===== src/hw/dtt_pkg.sv =====
// Shared constants and types of the debug trigger and trace block
package dtt_pkg;
   // Register byte offsets
   localparam logic [7:0] OFS_CTRL = 8'h00;
   localparam logic [7:0] OFS_TRIG = 8'h04;
   localparam logic [7:0] OFS_STAT = 8'h08;
   localparam logic [7:0] OFS_CMPA = 8'h0c;
   localparam logic [7:0] OFS_CMPB = 8'h10;
   localparam logic [7:0] OFS_FIFO = 8'h14;
   // Debug control register fields
   localparam int CTL_EN = 7;
   localparam int CTL_ARM = 6;
   localparam int CTL_TAG = 5;
   localparam int CTL_BRK = 4;
   localparam int CTL_RWA = 3;
   localparam int CTL_RWAEN = 2;
   localparam int CTL_RWB = 1;
   localparam int CTL_RWBEN = 0;
   // Trigger configuration fields
   localparam int TRG_QUAL = 7;
   localparam int TRG_BEGIN = 6;
   localparam logic [7:0] TRG_WMASK = 8'hcf;
   // Trace status fields
   localparam int STS_AF = 7;
   localparam int STS_BF = 6;
   localparam int STS_ARMED_FLAG = 5;
   // Reset values
   localparam logic [7:0] CTRL_RST = 8'h00;
   localparam logic [7:0] TRIG_RST = 8'h00;
   localparam logic [15:0] CMP_RST = 16'h0000;
   // Trace depth and count limits
   localparam int FIFO_DEPTH = 8;
   localparam logic [3:0] CNT_FULL = 4'h8;
   // Trigger modes
   localparam logic [3:0] MODE_A = 4'h0;
   localparam logic [3:0] MODE_A_OR_B = 4'h1;
   localparam logic [3:0] MODE_A_THEN_B = 4'h2;
   localparam logic [3:0] MODE_EV_B = 4'h3;
   localparam logic [3:0] MODE_A_EV_B = 4'h4;
   localparam logic [3:0] MODE_A_AND_D = 4'h5;
   localparam logic [3:0] MODE_A_NOT_D = 4'h6;
   localparam logic [3:0] MODE_INSIDE = 4'h7;
   localparam logic [3:0] MODE_OUTSIDE = 4'h8;
   // Bus responses
   localparam logic [1:0] RESP_OKAY = 2'b00;
   localparam logic [1:0] RESP_SLVERR = 2'b10;
   // Run state
   typedef enum logic [2:0] {
      RUN_IDLE = 3'b001,
      RUN_SEEK = 3'b010,
      RUN_STORE = 3'b100
   } dtt_run_e;
endpackage


===== src/hw/dtt_addr_cmp.sv =====
// Address comparator with optional read/write qualification on the equality hit only
`timescale 1ns/100ps
module dtt_addr_cmp (
   input wire logic [15:0] cmp_val,
   input wire logic [15:0] addr,
   input wire logic valid,
   input wire logic rw,
   input wire logic rw_en,
   input wire logic rw_val,
   output logic hit,
   output logic at_or_above,
   output logic at_or_below
);
   logic rw_ok;

   // Direction filter, then equality and range sides
   always_comb
   begin
      rw_ok = !rw_en || (rw == rw_val);
      hit = valid && rw_ok && (addr == cmp_val);
      at_or_above = valid && (addr >= cmp_val);
      at_or_below = valid && (addr <= cmp_val);
   end
endmodule // dtt_addr_cmp


===== src/hw/dtt_trace_top.sv =====
// Debug trigger, trace run and status logic behind an AXI4-Lite slave
// Functional notes
// Trigger config always readable; writes ignored while armed.
// Trigger config bits 4 and 5 always read zero.
// Qualify bit set: trigger only when opcode at address executes.
// Bit 6 clear: circular fill until trigger; set: trigger starts store.
// Event-only modes ignore bit 6 and run as begin traces.
// Mode decode 0000..0110 as listed; 1001..1111 never trigger.
// Mode 0111 inside A..B inclusive; 1000 below A or above B.
// Trace status is read-only; writes change nothing.
// Match A flag cleared at run start, set on A match while armed.
// Match B flag cleared at run start, set on B match while armed.
// Armed flag mirrors arm bit while module enabled.
// Writing arm 1 while enabled arms; run end clears it.
// Run ends on FIFO full (begin) or trigger (end trace).
// Writing 0 to arm or enable ends the run at once.
// Valid count cleared at run start, reports 0 to 8 words.
// Reading the FIFO never decrements the valid count.
// Host keeps its own tally of FIFO words already read.
// Enable cannot be set while the device is secured.
// Break request at trigger (end trace) or FIFO full (begin).
// Eight-word FIFO; count saturates at eight in circular filling.
// All fields reset to zero, debugger disarmed.
`timescale 1ns/100ps
module dtt_trace_top (
   input wire logic clk,
   input wire logic rst_b,
   input wire logic [7:0] s_axi_awaddr,
   input wire logic s_axi_awvalid,
   output logic s_axi_awready,
   input wire logic [31:0] s_axi_wdata,
   input wire logic [3:0] s_axi_wstrb,
   input wire logic s_axi_wvalid,
   output logic s_axi_wready,
   output logic [1:0] s_axi_bresp,
   output logic s_axi_bvalid,
   input wire logic s_axi_bready,
   input wire logic [7:0] s_axi_araddr,
   input wire logic s_axi_arvalid,
   output logic s_axi_arready,
   output logic [31:0] s_axi_rdata,
   output logic [1:0] s_axi_rresp,
   output logic s_axi_rvalid,
   input wire logic s_axi_rready,
   input wire logic cpu_access,
   input wire logic [15:0] cpu_addr,
   input wire logic cpu_read,
   input wire logic [7:0] cpu_data,
   input wire logic cpu_exec,
   input wire logic [15:0] cpu_exec_addr,
   input wire logic cpu_cof,
   input wire logic mcu_secure,
   output logic break_req,
   output logic break_tag
);
   import dtt_pkg::*;

   logic [7:0] ctrl_q;
   logic [7:0] trig_q;
   logic [15:0] cmpa_q;
   logic [15:0] cmpb_q;
   logic aw_got_q, w_got_q, bvalid_q, arready_q, rvalid_q;
   logic awready_q, wready_q;
   logic [7:0] awaddr_q;
   logic [31:0] wdata_q;
   logic [3:0] wstrb_q;
   logic [1:0] bresp_q, rresp_q;
   logic [31:0] rdata_q;
   dtt_run_e run_q;
   logic af_q, bf_q, seen_a_q;
   logic [15:0] fifo_mem [FIFO_DEPTH];
   logic [2:0] wr_ptr_q, rd_ptr_q;
   logic [3:0] cnt_q;
   logic brk_q, brk_tag_q;

   logic wr_do, rd_do;
   logic wr_ctrl, wr_trig;
   logic en_new, arm_new, run_start, run_stop;
   logic [3:0] mode;
   logic ev_mode, begin_eff, running;
   logic [15:0] cmp_addr;
   logic cmp_valid, cmp_rw;
   logic hit_a, hit_b, ge_a, le_b, lt_a, gt_b;
   logic data_eq, trig_hit, store, run_done;
   logic [15:0] store_word;
   logic [7:0] status;
   logic [31:0] rd_mux;
   logic rd_ok;

   // Bus handshake outputs straight from flops
   assign s_axi_awready = awready_q;
   assign s_axi_wready = wready_q;
   assign s_axi_bvalid = bvalid_q;
   assign s_axi_bresp = bresp_q;
   assign s_axi_arready = arready_q;
   assign s_axi_rvalid = rvalid_q;
   assign s_axi_rdata = rdata_q;
   assign s_axi_rresp = rresp_q;
   assign break_req = brk_q;
   assign break_tag = brk_tag_q;

   // Write address and data captured in either order
   always_ff @(posedge clk)
   begin
      if (!rst_b)
      begin
         aw_got_q <= 1'b0;
         w_got_q <= 1'b0;
         awaddr_q <= 8'h00;
         wdata_q <= 32'h0000_0000;
         wstrb_q <= 4'h0;
      end
      else if (wr_do)
      begin
         aw_got_q <= 1'b0;
         w_got_q <= 1'b0;
      end
      else
      begin
         if (s_axi_awvalid && s_axi_awready)
         begin
            aw_got_q <= 1'b1;
            awaddr_q <= s_axi_awaddr;
         end
         if (s_axi_wvalid && s_axi_wready)
         begin
            w_got_q <= 1'b1;
            wdata_q <= s_axi_wdata;
            wstrb_q <= s_axi_wstrb;
         end
      end
   end

   assign wr_do = aw_got_q && w_got_q && !bvalid_q;

   // Ready flops track next held and answer state of each half
   always_ff @(posedge clk)
   begin
      if (!rst_b)
      begin
         awready_q <= 1'b0;
         wready_q <= 1'b0;
      end
      else
      begin
         awready_q <= !wr_do && !(bvalid_q && !s_axi_bready) &&
            !(aw_got_q || (s_axi_awvalid && awready_q));
         wready_q <= !wr_do && !(bvalid_q && !s_axi_bready) &&
            !(w_got_q || (s_axi_wvalid && wready_q));
      end
   end

   // Write response; unmapped offsets answer SLVERR
   always_ff @(posedge clk)
   begin
      if (!rst_b)
      begin
         bvalid_q <= 1'b0;
         bresp_q <= RESP_OKAY;
      end
      else if (wr_do)
      begin
         bvalid_q <= 1'b1;
         case (awaddr_q)
            OFS_CTRL, OFS_TRIG, OFS_STAT, OFS_CMPA, OFS_CMPB, OFS_FIFO:
               bresp_q <= RESP_OKAY;
            default:
               bresp_q <= RESP_SLVERR;
         endcase
      end
      else if (s_axi_bready)
         bvalid_q <= 1'b0;
   end

   // Control write decode, secure lockout on enable
   always_comb
   begin
      wr_ctrl = wr_do && (awaddr_q == OFS_CTRL) && wstrb_q[0];
      wr_trig = wr_do && (awaddr_q == OFS_TRIG) && wstrb_q[0];
      en_new = wdata_q[CTL_EN] && !mcu_secure;
      arm_new = wdata_q[CTL_ARM] && en_new;
      run_start = wr_ctrl && arm_new && !ctrl_q[CTL_ARM];
      run_stop = wr_ctrl && !arm_new;
   end

   // Control register; run end clears arm
   always_ff @(posedge clk)
   begin
      if (!rst_b)
         ctrl_q <= CTRL_RST;
      else if (wr_ctrl)
      begin
         ctrl_q <= wdata_q[7:0];
         ctrl_q[CTL_EN] <= en_new;
         ctrl_q[CTL_ARM] <= arm_new && !run_done;
      end
      else if (run_done)
         ctrl_q[CTL_ARM] <= 1'b0;
   end

   // Trigger config and comparators, locked while armed
   always_ff @(posedge clk)
   begin
      if (!rst_b)
      begin
         trig_q <= TRIG_RST;
         cmpa_q <= CMP_RST;
         cmpb_q <= CMP_RST;
      end
      else if (!ctrl_q[CTL_ARM] && wr_do)
      begin
         if (wr_trig)
            trig_q <= wdata_q[7:0] & TRG_WMASK;
         if (awaddr_q == OFS_CMPA)
         begin
            if (wstrb_q[0])
               cmpa_q[7:0] <= wdata_q[7:0];
            if (wstrb_q[1])
               cmpa_q[15:8] <= wdata_q[15:8];
         end
         if (awaddr_q == OFS_CMPB)
         begin
            if (wstrb_q[0])
               cmpb_q[7:0] <= wdata_q[7:0];
            if (wstrb_q[1])
               cmpb_q[15:8] <= wdata_q[15:8];
         end
      end
   end

   // Compare source: executed opcode or any access
   always_comb
   begin
      mode = trig_q[3:0];
      if (trig_q[TRG_QUAL])
      begin
         cmp_addr = cpu_exec_addr;
         cmp_valid = cpu_exec;
         cmp_rw = 1'b1;
      end
      else
      begin
         cmp_addr = cpu_addr;
         cmp_valid = cpu_access;
         cmp_rw = cpu_read;
      end
   end

   dtt_addr_cmp u_cmp_a (
      .cmp_val(cmpa_q),
      .addr(cmp_addr),
      .valid(cmp_valid),
      .rw(cmp_rw),
      .rw_en(ctrl_q[CTL_RWAEN]),
      .rw_val(ctrl_q[CTL_RWA]),
      .hit(hit_a),
      .at_or_above(ge_a),
      .at_or_below()
   );

   dtt_addr_cmp u_cmp_b (
      .cmp_val(cmpb_q),
      .addr(cmp_addr),
      .valid(cmp_valid),
      .rw(cmp_rw),
      .rw_en(ctrl_q[CTL_RWBEN]),
      .rw_val(ctrl_q[CTL_RWB]),
      .hit(hit_b),
      .at_or_above(),
      .at_or_below(le_b)
   );

   // Trigger decode per mode
   always_comb
   begin
      data_eq = cpu_data == cmpb_q[7:0];
      lt_a = cmp_valid && !ge_a;
      gt_b = cmp_valid && !le_b;
      ev_mode = (mode == MODE_EV_B) || (mode == MODE_A_EV_B);
      begin_eff = ev_mode || trig_q[TRG_BEGIN];
      running = run_q != RUN_IDLE;
      case (mode)
         MODE_A: trig_hit = hit_a;
         MODE_A_OR_B: trig_hit = hit_a || hit_b;
         MODE_A_THEN_B: trig_hit = seen_a_q && hit_b;
         MODE_EV_B: trig_hit = 1'b1;
         MODE_A_EV_B: trig_hit = hit_a;
         MODE_A_AND_D: trig_hit = hit_a && data_eq;
         MODE_A_NOT_D: trig_hit = hit_a && !data_eq;
         MODE_INSIDE: trig_hit = ge_a && le_b;
         MODE_OUTSIDE: trig_hit = lt_a || gt_b;
         default: trig_hit = 1'b0;
      endcase
   end

   // What goes into the FIFO this cycle
   always_comb
   begin
      if (ev_mode)
      begin
         store = (run_q == RUN_STORE) && hit_b;
         store_word = {8'h00, cpu_data};
      end
      else
      begin
         store = cpu_cof && (run_q == RUN_STORE ||
                 (run_q == RUN_SEEK && !begin_eff && !trig_hit));
         store_word = cpu_exec_addr;
      end
      run_done = running && !run_stop &&
         ((run_q == RUN_STORE && store && cnt_q == CNT_FULL - 4'h1) ||
          (run_q == RUN_SEEK && !begin_eff && trig_hit));
   end

   // Run sequencing
   always_ff @(posedge clk)
   begin
      if (!rst_b)
         run_q <= RUN_IDLE;
      else if (run_stop || run_done)
         run_q <= RUN_IDLE;
      else
      begin
         case (run_q)
            RUN_IDLE:
               if (run_start)
                  run_q <= RUN_SEEK;
            RUN_SEEK:
               if (begin_eff && trig_hit)
                  run_q <= RUN_STORE;
            RUN_STORE:
               run_q <= RUN_STORE;
            default:
               run_q <= RUN_IDLE;
         endcase
      end
   end

   // Match flags; the start clear wins over a hit
   always_ff @(posedge clk)
   begin
      if (!rst_b)
      begin
         af_q <= 1'b0;
         bf_q <= 1'b0;
         seen_a_q <= 1'b0;
      end
      else if (run_start)
      begin
         af_q <= 1'b0;
         bf_q <= 1'b0;
         seen_a_q <= 1'b0;
      end
      else if (running)
      begin
         if (hit_a)
         begin
            af_q <= 1'b1;
            seen_a_q <= 1'b1;
         end
         if (hit_b)
            bf_q <= 1'b1;
      end
   end

   // Trace storage and valid count
   always_ff @(posedge clk)
   begin
      if (!rst_b)
      begin
         wr_ptr_q <= 3'h0;
         cnt_q <= 4'h0;
      end
      else if (run_start)
      begin
         wr_ptr_q <= 3'h0;
         cnt_q <= 4'h0;
      end
      else if (store && !run_stop)
      begin
         fifo_mem[wr_ptr_q] <= store_word;
         wr_ptr_q <= wr_ptr_q + 3'h1;
         if (cnt_q != CNT_FULL)
            cnt_q <= cnt_q + 4'h1;
      end
   end

   // Read pointer: oldest word at run end, advances on idle reads
   always_ff @(posedge clk)
   begin
      if (!rst_b)
         rd_ptr_q <= 3'h0;
      else if (run_done || run_stop)
         rd_ptr_q <= wr_ptr_q - cnt_q[2:0];
      else if (rd_do && s_axi_araddr == OFS_FIFO && !ctrl_q[CTL_ARM])
         rd_ptr_q <= rd_ptr_q + 3'h1;
   end

   // Break request pulse on run completion
   always_ff @(posedge clk)
   begin
      if (!rst_b)
      begin
         brk_q <= 1'b0;
         brk_tag_q <= 1'b0;
      end
      else
      begin
         brk_q <= run_done && ctrl_q[CTL_BRK];
         brk_tag_q <= run_done && ctrl_q[CTL_BRK] && ctrl_q[CTL_TAG];
      end
   end

   // Read mux; status built live, writes never reach it
   always_comb
   begin
      status = 8'h00;
      status[STS_AF] = af_q;
      status[STS_BF] = bf_q;
      status[STS_ARMED_FLAG] = ctrl_q[CTL_ARM] && ctrl_q[CTL_EN];
      status[3:0] = cnt_q;
      rd_ok = 1'b1;
      case (s_axi_araddr)
         OFS_CTRL: rd_mux = {24'h000000, ctrl_q};
         OFS_TRIG: rd_mux = {24'h000000, trig_q};
         OFS_STAT: rd_mux = {24'h000000, status};
         OFS_CMPA: rd_mux = {16'h0000, cmpa_q};
         OFS_CMPB: rd_mux = {16'h0000, cmpb_q};
         OFS_FIFO: rd_mux = {16'h0000, fifo_mem[rd_ptr_q]};
         default:
         begin
            rd_mux = 32'h0000_0000;
            rd_ok = 1'b0;
         end
      endcase
   end

   assign rd_do = s_axi_arvalid && arready_q;

   // Read channel, one cycle after the address is taken
   always_ff @(posedge clk)
   begin
      if (!rst_b)
      begin
         arready_q <= 1'b0;
         rvalid_q <= 1'b0;
         rdata_q <= 32'h0000_0000;
         rresp_q <= RESP_OKAY;
      end
      else if (rd_do)
      begin
         arready_q <= 1'b0;
         rvalid_q <= 1'b1;
         rdata_q <= rd_mux;
         rresp_q <= rd_ok ? RESP_OKAY : RESP_SLVERR;
      end
      else if (rvalid_q)
      begin
         if (s_axi_rready)
         begin
            rvalid_q <= 1'b0;
            arready_q <= 1'b1;
         end
      end
      else
         arready_q <= 1'b1;
   end
endmodule // dtt_trace_top


===== config.mk =====
export PLATFORM = sky130hd
export DESIGN_NAME = dtt_trace_top
export DESIGN_NICKNAME = d
export VERILOG_FILES = /design/src/hw/dtt_pkg.sv /design/src/hw/dtt_addr_cmp.sv /design/src/hw/dtt_trace_top.sv
export SDC_FILE = /design/constraint.sdc
export NUM_CORES = 1
export LEC_CHECK = 0
export BUFFER_PORTS_ARGS = -buffer_cell sky130_fd_sc_hd__buf_2
export CAP_MARGIN = 20
export CORE_ASPECT_RATIO = 0.75
export CORE_MARGIN = 4
export CORE_UTILIZATION = 62
export DETAILED_ROUTE_END_ITERATION = 8
export GPL_TIMING_DRIVEN = 0
export HOLD_SLACK_MARGIN = 0.02
export PLACE_DENSITY = 0.85
export SYNTH_ARGS = -nofsm -noshare
export SYNTH_HDL_FRONTEND = slang
export SYNTH_SLANG_ARGS = --single-unit
export TNS_END_PERCENT = 20

===== constraint.sdc =====
create_clock -name clk -period 12.34 [get_ports clk]
set_input_delay 1.234 -clock clk [delete_from_list [all_inputs] [get_ports clk]]
set_output_delay 1.234 -clock clk [all_outputs]
set_load 0.01 [all_outputs]

==> results.ini, run 1 <==
[timing]
setup_tns_ns=0
relSlewSlack_pct=28.0
fmax_mhz=151
setup_viol=0
tightest_slew_ns=1.07
finalHoldViolations=0
slew_violations=0
fin_worst_skew_ns=0.00967
post-route-min-period_ns=6.62
rsz0062_at_grt=false
layout_worst_path_cycle_share_pct=53.7

[floorplan]
start_util_pct=63.5
core_um2=17700
die_h_um=125
rows=42
die_x_um=164
ios=147
dieArea_um2=20400

[synthesis]
ys_types=65
synth_area_um2=11300
synthTopCellsByCount=edfxtp_1, dfxtp_1, nor2_1
ys_warn_count=0
yosysMostFrequentCell=edfxtp_1
async_flop_share_pct=0
synth_top_area_share_pct=34.2
synth_ff_type=edfxtp_1
yosysSeqAreaShare_pct=55.0
synth_edf_count=128
avgSynthCellArea_um2=12.0
syn_inst=936
ys_ff_latch=245
synth_area_leaders=edfxtp_1, dfxtp_1, mux2i_1
yosys.area.top_type=edfxtp_1

[routing]
drc=0
drtIter0Drc=968
ant_nets=0
firstDrtPassIters=5
wirelength_mm=29.5
wl_per_cell_um=21.8
viasPerCell=6.13
vias=8302

[clocking]
clockBufferDepth=3
root_buffer=clkbuf_16
holdBufCountCts=0
post_cts.repair.setup_buffers=0
path_clk_slew_ns=0.06
numCtsBuffers=23
cts_resized=0
cts_tree=done
clock_insertion_delay_worst_skew_ns=0.52
cts.sinks=245
htreeDepth=1

[final_layout]
num_antenna_cells=0
fillers=1188
fin_nets=1238
drive_gt1_share_pct=23.3
post-route-util_pct=73.9
area_growth_pct=16.2

[critical_path]
worstPathRequired_ns=12.56
worstPathArrival_ns=6.84
critical_path_peak_fanout=10
rr_worst_depth=15
critPathLaunchType=flip-flop
path_class=flip-flop to flip-flop
crit_path_end_kind=flip-flop

[job]
cap_violations=0

[power_and_ir_drop]
power_density_nw_per_um2=128
leakagePower_nw=4.97
total_power_w=0.00168
peakVddDrop_mv=0.115

[grt]
grt_max_degree=16
gr-usage-all-layers_pct=28.4
antenna_found_initial=0
grt_pass1_vias=8003
overflow=0
grt_pass1_wl_mm=44.7

[placed_design]
place.gp.congestion=0.981
hpwl_mm=21.1
port_buffers=109

[status]
status=finished clean

[worst_hold_path]
hp-class=flip-flop to flip-flop
holdPathStages=1

==> metal layers <==
metal | vias to the layer above | GRT usage, % | part of all wire [%]
met3 | 53 | 5.95 | 12
met4 | 0 | 5.67 | 2.1
met5 | - | 0 | 0
met1 | 4030 | 41.7 | 41
met2 | 474 | 44.2 | 45
li1 | 3745 | - | -
==> final timing paths <==
check,startpoint,end,slack (ns)
max reg2reg,trig_q[7],fifo_mem[4][4],5.72
min,s_axi_rdata[0],s_axi_rdata[0],0.48
min reg2reg,s_axi_rdata[0],s_axi_rdata[0],0.48
max,trig_q[7],fifo_mem[4][4],5.72
==> area by class of cell <==
cell class,count,area (µm²),share of cell area (%)
plain buffers,58,297,2.27
clock buffers,34,691,5.28
clock inverters,7,73.8,0.564
inverters,35,131,1.00
multi-input cells,615,4730,36.2
flip-flops and latches,245,6190,47.3
well taps,242,303,2.32
repair buffers,118,669,5.12
==> placed cells by master, fill, tap and decap left out, types with 4 or more instances in the layout <==
master     instances
nand4_1           17
dfxtp_1          117
a211oi_1          11
clkbuf_8           7
and2_1             5
and3_1             6
clkbuf_1          30
ha_1              37
buf_2            112
inv_1             36
nand2_1           62
mux2i_1           80
o211ai_1           4
conb_1            18
nand2b_1          11
nand3_1           10
nor2_2             7
a221oi_1           8
nand3b_1           6
buf_4             18
xnor2_1           13
edfxtp_1         128
mux4_2            32
o21ai_0           24
buf_1              9
a22o_1             7
buf_8              6
clkbuf_16         23
nor2_1            88
nor2b_1           13
nor3_1             7
buf_6              4
mux2_2            29
a21oi_1           67
==> where the power goes <==
| part | total [W] | switching (W) | leakage [nW] | internal (W) |
|---|---|---|---|---|
| Sequential | 0.000871 | 0.00000761 | 2.10 | 0.000864 |
| Clock | 0.000712 | 0.000302 | 0.389 | 0.000411 |
| Combinational | 0.0000950 | 0.0000570 | 2.49 | 0.0000380 |
==> per-stage QoR <==
stage,setup WS [ns],hold slack [ns],cells,instance area [µm²]
6_report,5.72,0.477,1354,13100
5_1_grt,5.52,0.485,1354,13100
4_1_cts,6.00,0.476,1354,13100
3_5_place_dp,6.02,0.463,1313,12300
3_3_place_gp,4.74,0.460,1304,12200
2_1_floorplan,7.26,0.437,953,11300
==> critical path, stage by stage, from the launching register on <==
cell	delay [ns]
dfxtp_1	0.44
buf_1	0.61
clkbuf_1	0.65
mux2_2	0.47
ha_1	0.32
nand4_1	0.17
nor4_1	0.73
o21ai_0	0.37
o211ai_1	0.30
o22a_1	0.29
a211oi_1	0.12
nor3_1	0.37
buf_2	0.29
nand3_1	0.23
nor3_2	0.68
buf_6	0.28
==> logic make-up after synthesis <==
logic type,count (synthesis),share of synthesized area [%]
and+or+nand+nor,258,11.2
DFF,245,55.0
AOI/OAI and AO/OA,146,8.16
muxes,141,16.4
buffers and inverters,93,3.80
adders and majority gates,38,4.29
xor gates and xnor gates,14,1.09
other,1,0.0333
==> registers in the layout, indices dropped and copies added, names as in the netlist, 2 cells and up, named ones only <==
signal	flops
wr_ptr_q	3
wdata_q	16
ctrl_q	8
cmpa_q	16
s_axi_rdata	16
cmpb_q	16
awaddr_q	8
rd_ptr_q	3
trig_q	6
fifo_mem	128
wstrb_q	2
cnt_q	4
run_q	3
Power figures use the tool's default switching activity.
==> run 2: changes to the inputs <==
--- a/config.mk
+++ b/config.mk
@@ -5,15 +5,16 @@
 export SDC_FILE = /design/constraint.sdc
 export NUM_CORES = 1
 export LEC_CHECK = 0
+export ABC_AREA = 1
 export BUFFER_PORTS_ARGS = -buffer_cell sky130_fd_sc_hd__buf_2
 export CAP_MARGIN = 20
 export CORE_ASPECT_RATIO = 0.75
 export CORE_MARGIN = 4
-export CORE_UTILIZATION = 62
+export CORE_UTILIZATION = 58
 export DETAILED_ROUTE_END_ITERATION = 8
 export GPL_TIMING_DRIVEN = 0
 export HOLD_SLACK_MARGIN = 0.02
-export PLACE_DENSITY = 0.85
+export PLACE_DENSITY = 0.8
 export SYNTH_ARGS = -nofsm -noshare
 export SYNTH_HDL_FRONTEND = slang
 export SYNTH_SLANG_ARGS = --single-unit
==> constraint.sdc (replaced) <==
create_clock -name clk -period 6.6 [get_ports clk]
set_input_delay 0.66 -clock clk [delete_from_list [all_inputs] [get_ports clk]]
set_output_delay 0.66 -clock clk [all_outputs]
set_load 0.01 [all_outputs]
==> run 2 against run 1 <==
Effect of this change:
- routed wire length increased by 9.9%
- die area up 7.0%
- flip-flop and latch count is the same
- register-to-register slack worse by 4.2 ns
- clock power up 76%
- maximum frequency up 30%
- non-clock buffer count up 13
- design area grew 0.11%
==> results.ini, run 2 <==
[routing]
wl_per_cell_um=19.7
wl_met2_mm=14.2
wl_met3_mm=3.72
firstDrtPassIters=6
ant_nets=0
drtIter0Drc=1336
wirelength_mm=32.4
drc=0
viasPerCell=5.93
vias=9731
wl_met1_mm=13.6
routed.top_layer=met4

[floorplan]
core_um2=18800
start_util_pct=60.1
ios=147
die_h_um=129
die_x_um=169
dieArea_um2=21800
rows=43

[critical_path]
crit_path_end_kind=flip-flop
worstPathRequired_ns=6.83
r2r_slack_ns=1.52
path_common_cell=nand2_1
slowest_stage=nor4_2
rr_worst_depth=23
cpPeakStageDelay_ns=0.55
worstPathArrival_ns=5.30
reg2reg_from=trig_q[7]
critPathLaunchType=flip-flop
cp_cell_sequence=inv_1, clkbuf_1, nand2_1, o21ai_0, ha_1, nand2_1, nor2_1, nand2_1, nor2_2, nor2_1, nand2_1, nand2_1, nand2_1, nand2_1, nor2_2, nand2_1, nand2_1, nand3_4, inv_4, nand2_2, nor4_2, buf_4, buf_6
path_class=flip-flop to flip-flop
critical_path_peak_fanout=10
reg2reg_to=fifo_mem[3][11]

[clocking]
path_clk_slew_ns=0.06
holdBufCountCts=0
root_buffer=clkbuf_16
cts_tree=done
numCtsBuffers=23
clockBufferDepth=3
htreeDepth=1
cts.sinks=245
cts_resized=0
clock_insertion_delay_worst_skew_ns=0.52
post_cts.repair.setup_buffers=0

[placed_design]
port_buffers=109
hpwl_mm=24.1
postPlaceCellArea_um2=12400
place.gp.congestion=0.947

[final_layout]
stdcell_area_um2=13100
fin_nets=1518
largest_register_ffs=128
top_register=fifo_mem
mostFrequentLayoutCells=nor2_1, nand2_1, inv_1
fillers=1470
drive_gt1_share_pct=14.6
area_growth_pct=15.8
num_antenna_cells=0
layout_commonest_cell=nor2_1

[synthesis]
synthTopCellsByCount=nor2_1, nand2_1, inv_1
synth_edf_count=128
yosys.area.top_type=edfxtp_1
syn_inst=1211
synth_area_um2=11300
async_flop_share_pct=0
ys_ff_latch=245
yosysMostFrequentCell=nor2_1
synth_area_leaders=edfxtp_1, dfxtp_1, o21ai_0
ys_warn_count=0
synth_ff_type=edfxtp_1
ys_types=48
yosysSeqAreaShare_pct=54.7
synth_top_area_share_pct=34.0
avgSynthCellArea_um2=9.34

[worst_hold_path]
min_from=s_axi_awaddr[6]
hp-class=input pin to flip-flop
hold_end=awaddr_q[6]
holdPathStages=3

[timing]
slew_violations=0
fin_worst_skew_ns=0.0130
post-route-min-period_ns=5.08
setup_tns_ns=0
rsz0062_at_grt=false
relSlewSlack_pct=28.7
fmax_mhz=197
tightest_slew_ns=1.06
setup_viol=0
layout_worst_path_cycle_share_pct=76.9
finalHoldViolations=0

[power_and_ir_drop]
peakVddDrop_mv=0.197
leakagePower_nw=4.96
power_density_nw_per_um2=241

[job]
cap_violations=0

[grt]
gr-usage-all-layers_pct=28.9
antenna_found_initial=0
overflow=0
grt_pass1_vias=9071
grt_max_degree=16
grt_pass1_wl_mm=49.2

[status]
status=finished clean

run 2: cell type report:
class                   instances  area (µm²)  area share (%)
clock inverters                 7        33.8           0.258
inverters                     138         520            3.98
multi-input cells             779        4390            33.5
plain buffers                  66         319            2.44
flip-flops and latches        245        6190            47.2
repair buffers                123         681            5.20
well taps                     247         309            2.36
clock buffers                  35         654            5.00
run 2: critical path: cells and delay by family, from the launching register on:
family | cells | cell delay, ns
adder cells (fa/ha/maj) | 1 | 0.38
buffers and inverters | 5 | 1.28
flip-flops | 1 | 0.52
AND/OR/NAND/NOR | 16 | 2.36
AO/OA/AOI/OAI | 1 | 0.22
run 2: logic make-up (layout without fill, tap and decap cells):
| group | count (synthesis) | count (layout) | synth area share (%) |
|---|---|---|---|
| adders and majority gates | 38 | 38 | 4.27 |
| muxes | 32 | 32 | 2.83 |
| AOI/OAI and AO/OA | 301 | 301 | 15.9 |
| xor gates and xnor gates | 10 | 10 | 0.775 |
| and+or+nand+nor | 380 | 380 | 14.1 |
| DFF | 245 | 245 | 54.7 |
| buffers and inverters | 204 | 369 | 7.42 |
| other | 1 | 18 | 0.0332 |
run 2: through the flow:
stage | power (W) | utilization (%) | cells | hold WS (ns) | setup WS (ns)
floorplan | 0.00184 | - | 1228 | 0.430 | 2.21
global placement | 0.00192 | 64.9 | 1584 | 0.456 | -0.488
detailed placement | 0.00193 | 65.9 | 1598 | 0.465 | 1.78
CTS | 0.00314 | 69.5 | 1640 | 0.362 | 1.73
global route | 0.00325 | 69.5 | 1640 | 0.380 | 1.29
finish | 0.00315 | 69.5 | 1640 | 0.366 | 1.52
run 2: routing by layer:
layer | vias to the layer above | track usage, %
met3 | 74 | 5.84
met5 | - | 0
li1 | 4524 | -
met2 | 538 | 43.6
met4 | 0 | 8.47
met1 | 4595 | 42.7
run 2: how the worst max path moves through the flow:
stage | to | depth (start not counted) | startpoint | slack (ns)
CTS | fifo_mem[3][11] | 23 | trig_q[7] | 1.73
detailed placement | fifo_mem[3][11] | 23 | trig_q[7] | 1.78
global placement | fifo_mem[1][14] | 21 | trig_q[7] | -0.49
finish | fifo_mem[3][11] | 23 | trig_q[7] | 1.52
floorplan | fifo_mem[2][0] | 21 | trig_q[7] | 2.21
global route | fifo_mem[3][4] | 23 | trig_q[7] | 1.29
run 2: where the power goes:
group	leakage, nW	internal, W	total (W)	switching (W)
sequential	2.10	0.00163	0.00165	0.0000186
combinational	2.52	0.0000900	0.000257	0.000167
clock	0.343	0.000684	0.00125	0.000562
total	4.96	0.00240	0.00315	0.000748
==> run 3: changes to the inputs <==
--- a/config.mk
+++ b/config.mk
@@ -10,11 +10,11 @@
 export CAP_MARGIN = 20
 export CORE_ASPECT_RATIO = 0.75
 export CORE_MARGIN = 4
-export CORE_UTILIZATION = 58
+export CORE_UTILIZATION = 52
 export DETAILED_ROUTE_END_ITERATION = 8
 export GPL_TIMING_DRIVEN = 0
 export HOLD_SLACK_MARGIN = 0.02
-export PLACE_DENSITY = 0.8
+export PLACE_DENSITY = 0.76
 export SYNTH_ARGS = -nofsm -noshare
 export SYNTH_HDL_FRONTEND = slang
 export SYNTH_SLANG_ARGS = --single-unit
==> constraint.sdc (replaced) <==
create_clock -name clk -period 4.08 [get_ports clk]
set_input_delay 0.408 -clock clk [delete_from_list [all_inputs] [get_ports clk]]
set_output_delay 0.408 -clock clk [all_outputs]
set_load 0.01 [all_outputs]
==> run 3 against run 2 <==
Effect of this change:
- clock skew down 0.0046 ns
- flip-flop and latch count did not move
- critical path depth unchanged
- hold slack worse by 0.25 ns
- routed wire length increased by 4.3%
- combinational power up 66%
- clock power up 76%
- critical endpoint is now fifo_mem[6][5]
- largest power group unchanged
- highest routed layer unchanged
==> results.ini, run 3 (synthesis results as in run 2) <==
[routing]
drtIter0Drc=1366
firstDrtPassIters=7
ant_nets=0
viasPerCell=5.76
drc=0
wl_per_cell_um=19.8
vias=9811
wirelength_mm=33.8

[clocking]
root_buffer=clkbuf_16
clockBufferDepth=3
numCtsBuffers=24
path_clk_slew_ns=0.06
cts_tree=done
holdBufCountCts=0
clock_insertion_delay_worst_skew_ns=0.52
htreeDepth=1
cts.sinks=245

[power_and_ir_drop]
peakVddDrop_mv=0.247
leakagePower_nw=5.15
power_density_nw_per_um2=391

[final_layout]
drive_gt1_share_pct=17.1
largest_register_ffs=128
final_cells=1704
post-route-util_pct=63.8
top_register=fifo_mem
mostFrequentLayoutCells=nor2_1, nand2_1, inv_1
layout_commonest_cell=nor2_1
seqCellArea_um2=6190
stdcell_area_um2=13500
num_antenna_cells=0
fillers=1692
fin_nets=1540
area_growth_pct=19.7
multiInputGateArea_um2=4490

[critical_path]
path_common_cell=nand2_1
critPathLaunchType=flip-flop
worstPathArrival_ns=4.24
cpPeakStageDelay_ns=0.41
cp_cell_sequence=clkinvlp_4, buf_8, nand2_1, nand2_1, ha_1, nand2_1, nor2_1, nand2_1, nor2_4, nor2_1, nand2_1, nand2_1, nand2_1, nand2_1, nor2_2, nand2_1, nand2_1, nand3_4, inv_4, nand2_2, nor3_4, buf_12, clkbuf_4
crit_path_end_kind=flip-flop
worstPathRequired_ns=4.31
critical_path_peak_fanout=10
slowest_stage=dfxtp_4
path_class=flip-flop to flip-flop

[timing]
tightest_slew_ns=1.03
relSlewSlack_pct=30.5
setup_viol=0
slew_violations=0
post-route-min-period_ns=4.01
fmax_mhz=249
fin_worst_skew_ns=0.00839
finalHoldViolations=0
layout_worst_path_cycle_share_pct=98.3

[placed_design]
dp_cells=1638
place.gp.congestion=0.952
hpwl_mm=24.6
port_buffers=109
postPlaceCellArea_um2=12400

[floorplan]
rows=46
die_h_um=136
die_x_um=178
ios=147
dieArea_um2=24200
start_util_pct=53.2
core_um2=21200

[grt]
overflow=0
gr-usage-all-layers_pct=27.1
grt_max_degree=16
grt_pass1_vias=9190
grt_pass1_wl_mm=50.2
antenna_found_initial=0

[status]
status=finished clean

[worst_hold_path]
hp-class=input pin to flip-flop

[job]
cap_violations=0

==> run 3: cell count changes in the layout (fill, tap and decap cells not counted), moves of 3 or more <==
cell | previous run | this run
buf_4 | 25 | 41
o21ai_0 | 126 | 118
o21ai_2 | 3 | 8
nor2_1 | 149 | 145
nor4_2 | 4 | 0
nor4_4 | 0 | 4
buf_6 | 6 | 9
nor2_4 | 0 | 3
o21ai_1 | 3 | 6
==> run 3: where the power goes <==
group / internal, W / switching, W
registers: 0.00264 / 0.0000315
clock network: 0.00127 / 0.000929
logic: 0.000148 / 0.000279
==> run 3: final timing paths <==
kind / from / end / slack [ns] / cells after the start
worst max-delay path: trig_q[7] / fifo_mem[6][5] / 0.07 / 23
worst min-delay path: s_axi_awaddr[3] / awaddr_q[3] / 0.11 / 3
worst min register to register: s_axi_rdata[1] / s_axi_rdata[1] / 0.47 / 2
worst max register to register: trig_q[7] / fifo_mem[6][5] / 0.07 / 23
==> run 3: cell type report <==
class	instances	area share [%]
Timing Repair Buffer	144	6.46
Inverter	138	3.87
Sequential cell	245	45.7
Multi-Input combinational cell	779	33.1
Clock buffer	34	4.94
Buffer	66	2.48
Clock inverter	10	0.739
Tap cell	288	2.66
==> run 3: routing by layer <==
layer	GRT usage, %	vias up	part of all wire, %
met5	0	-	0
met1	39.5	4591	42
met3	7.25	65	13
li1	-	4563	-
met4	6.56	0	2.4
met2	40.5	592	43
==> run 3: stage by stage <==
stage	power (W)	hold WS [ns]	setup TNS [ns]	worst slack [ns]
floorplan	0.00297	0.430	-19.78	-0.310
global placement	0.00311	0.449	-306.14	-3.09
detailed placement	0.00312	0.460	-77.36	-1.07
CTS	0.00528	0.0968	0	0.0344
finish	0.00529	0.112	0	0.0709
global route	0.00546	0.113	-0.0841	-0.0260
==> run 3: worst max-delay path: cells and delay by family, from the launching register on <==
kind          cells  cell delay (ns)
fa+ha+maj         1             0.32
buf+inv           5             0.90
flops             1             0.41
simple gates     17             2.06
==> run 3: what timing repair did <==
action | 4_1_cts | 5_1_grt
setup buffers | 5 | 16
setup endpoints to repair | 125 | 119
gates resized for setup | 22 | 23
pin swaps | 4 | 9
cloned | 0 | 1
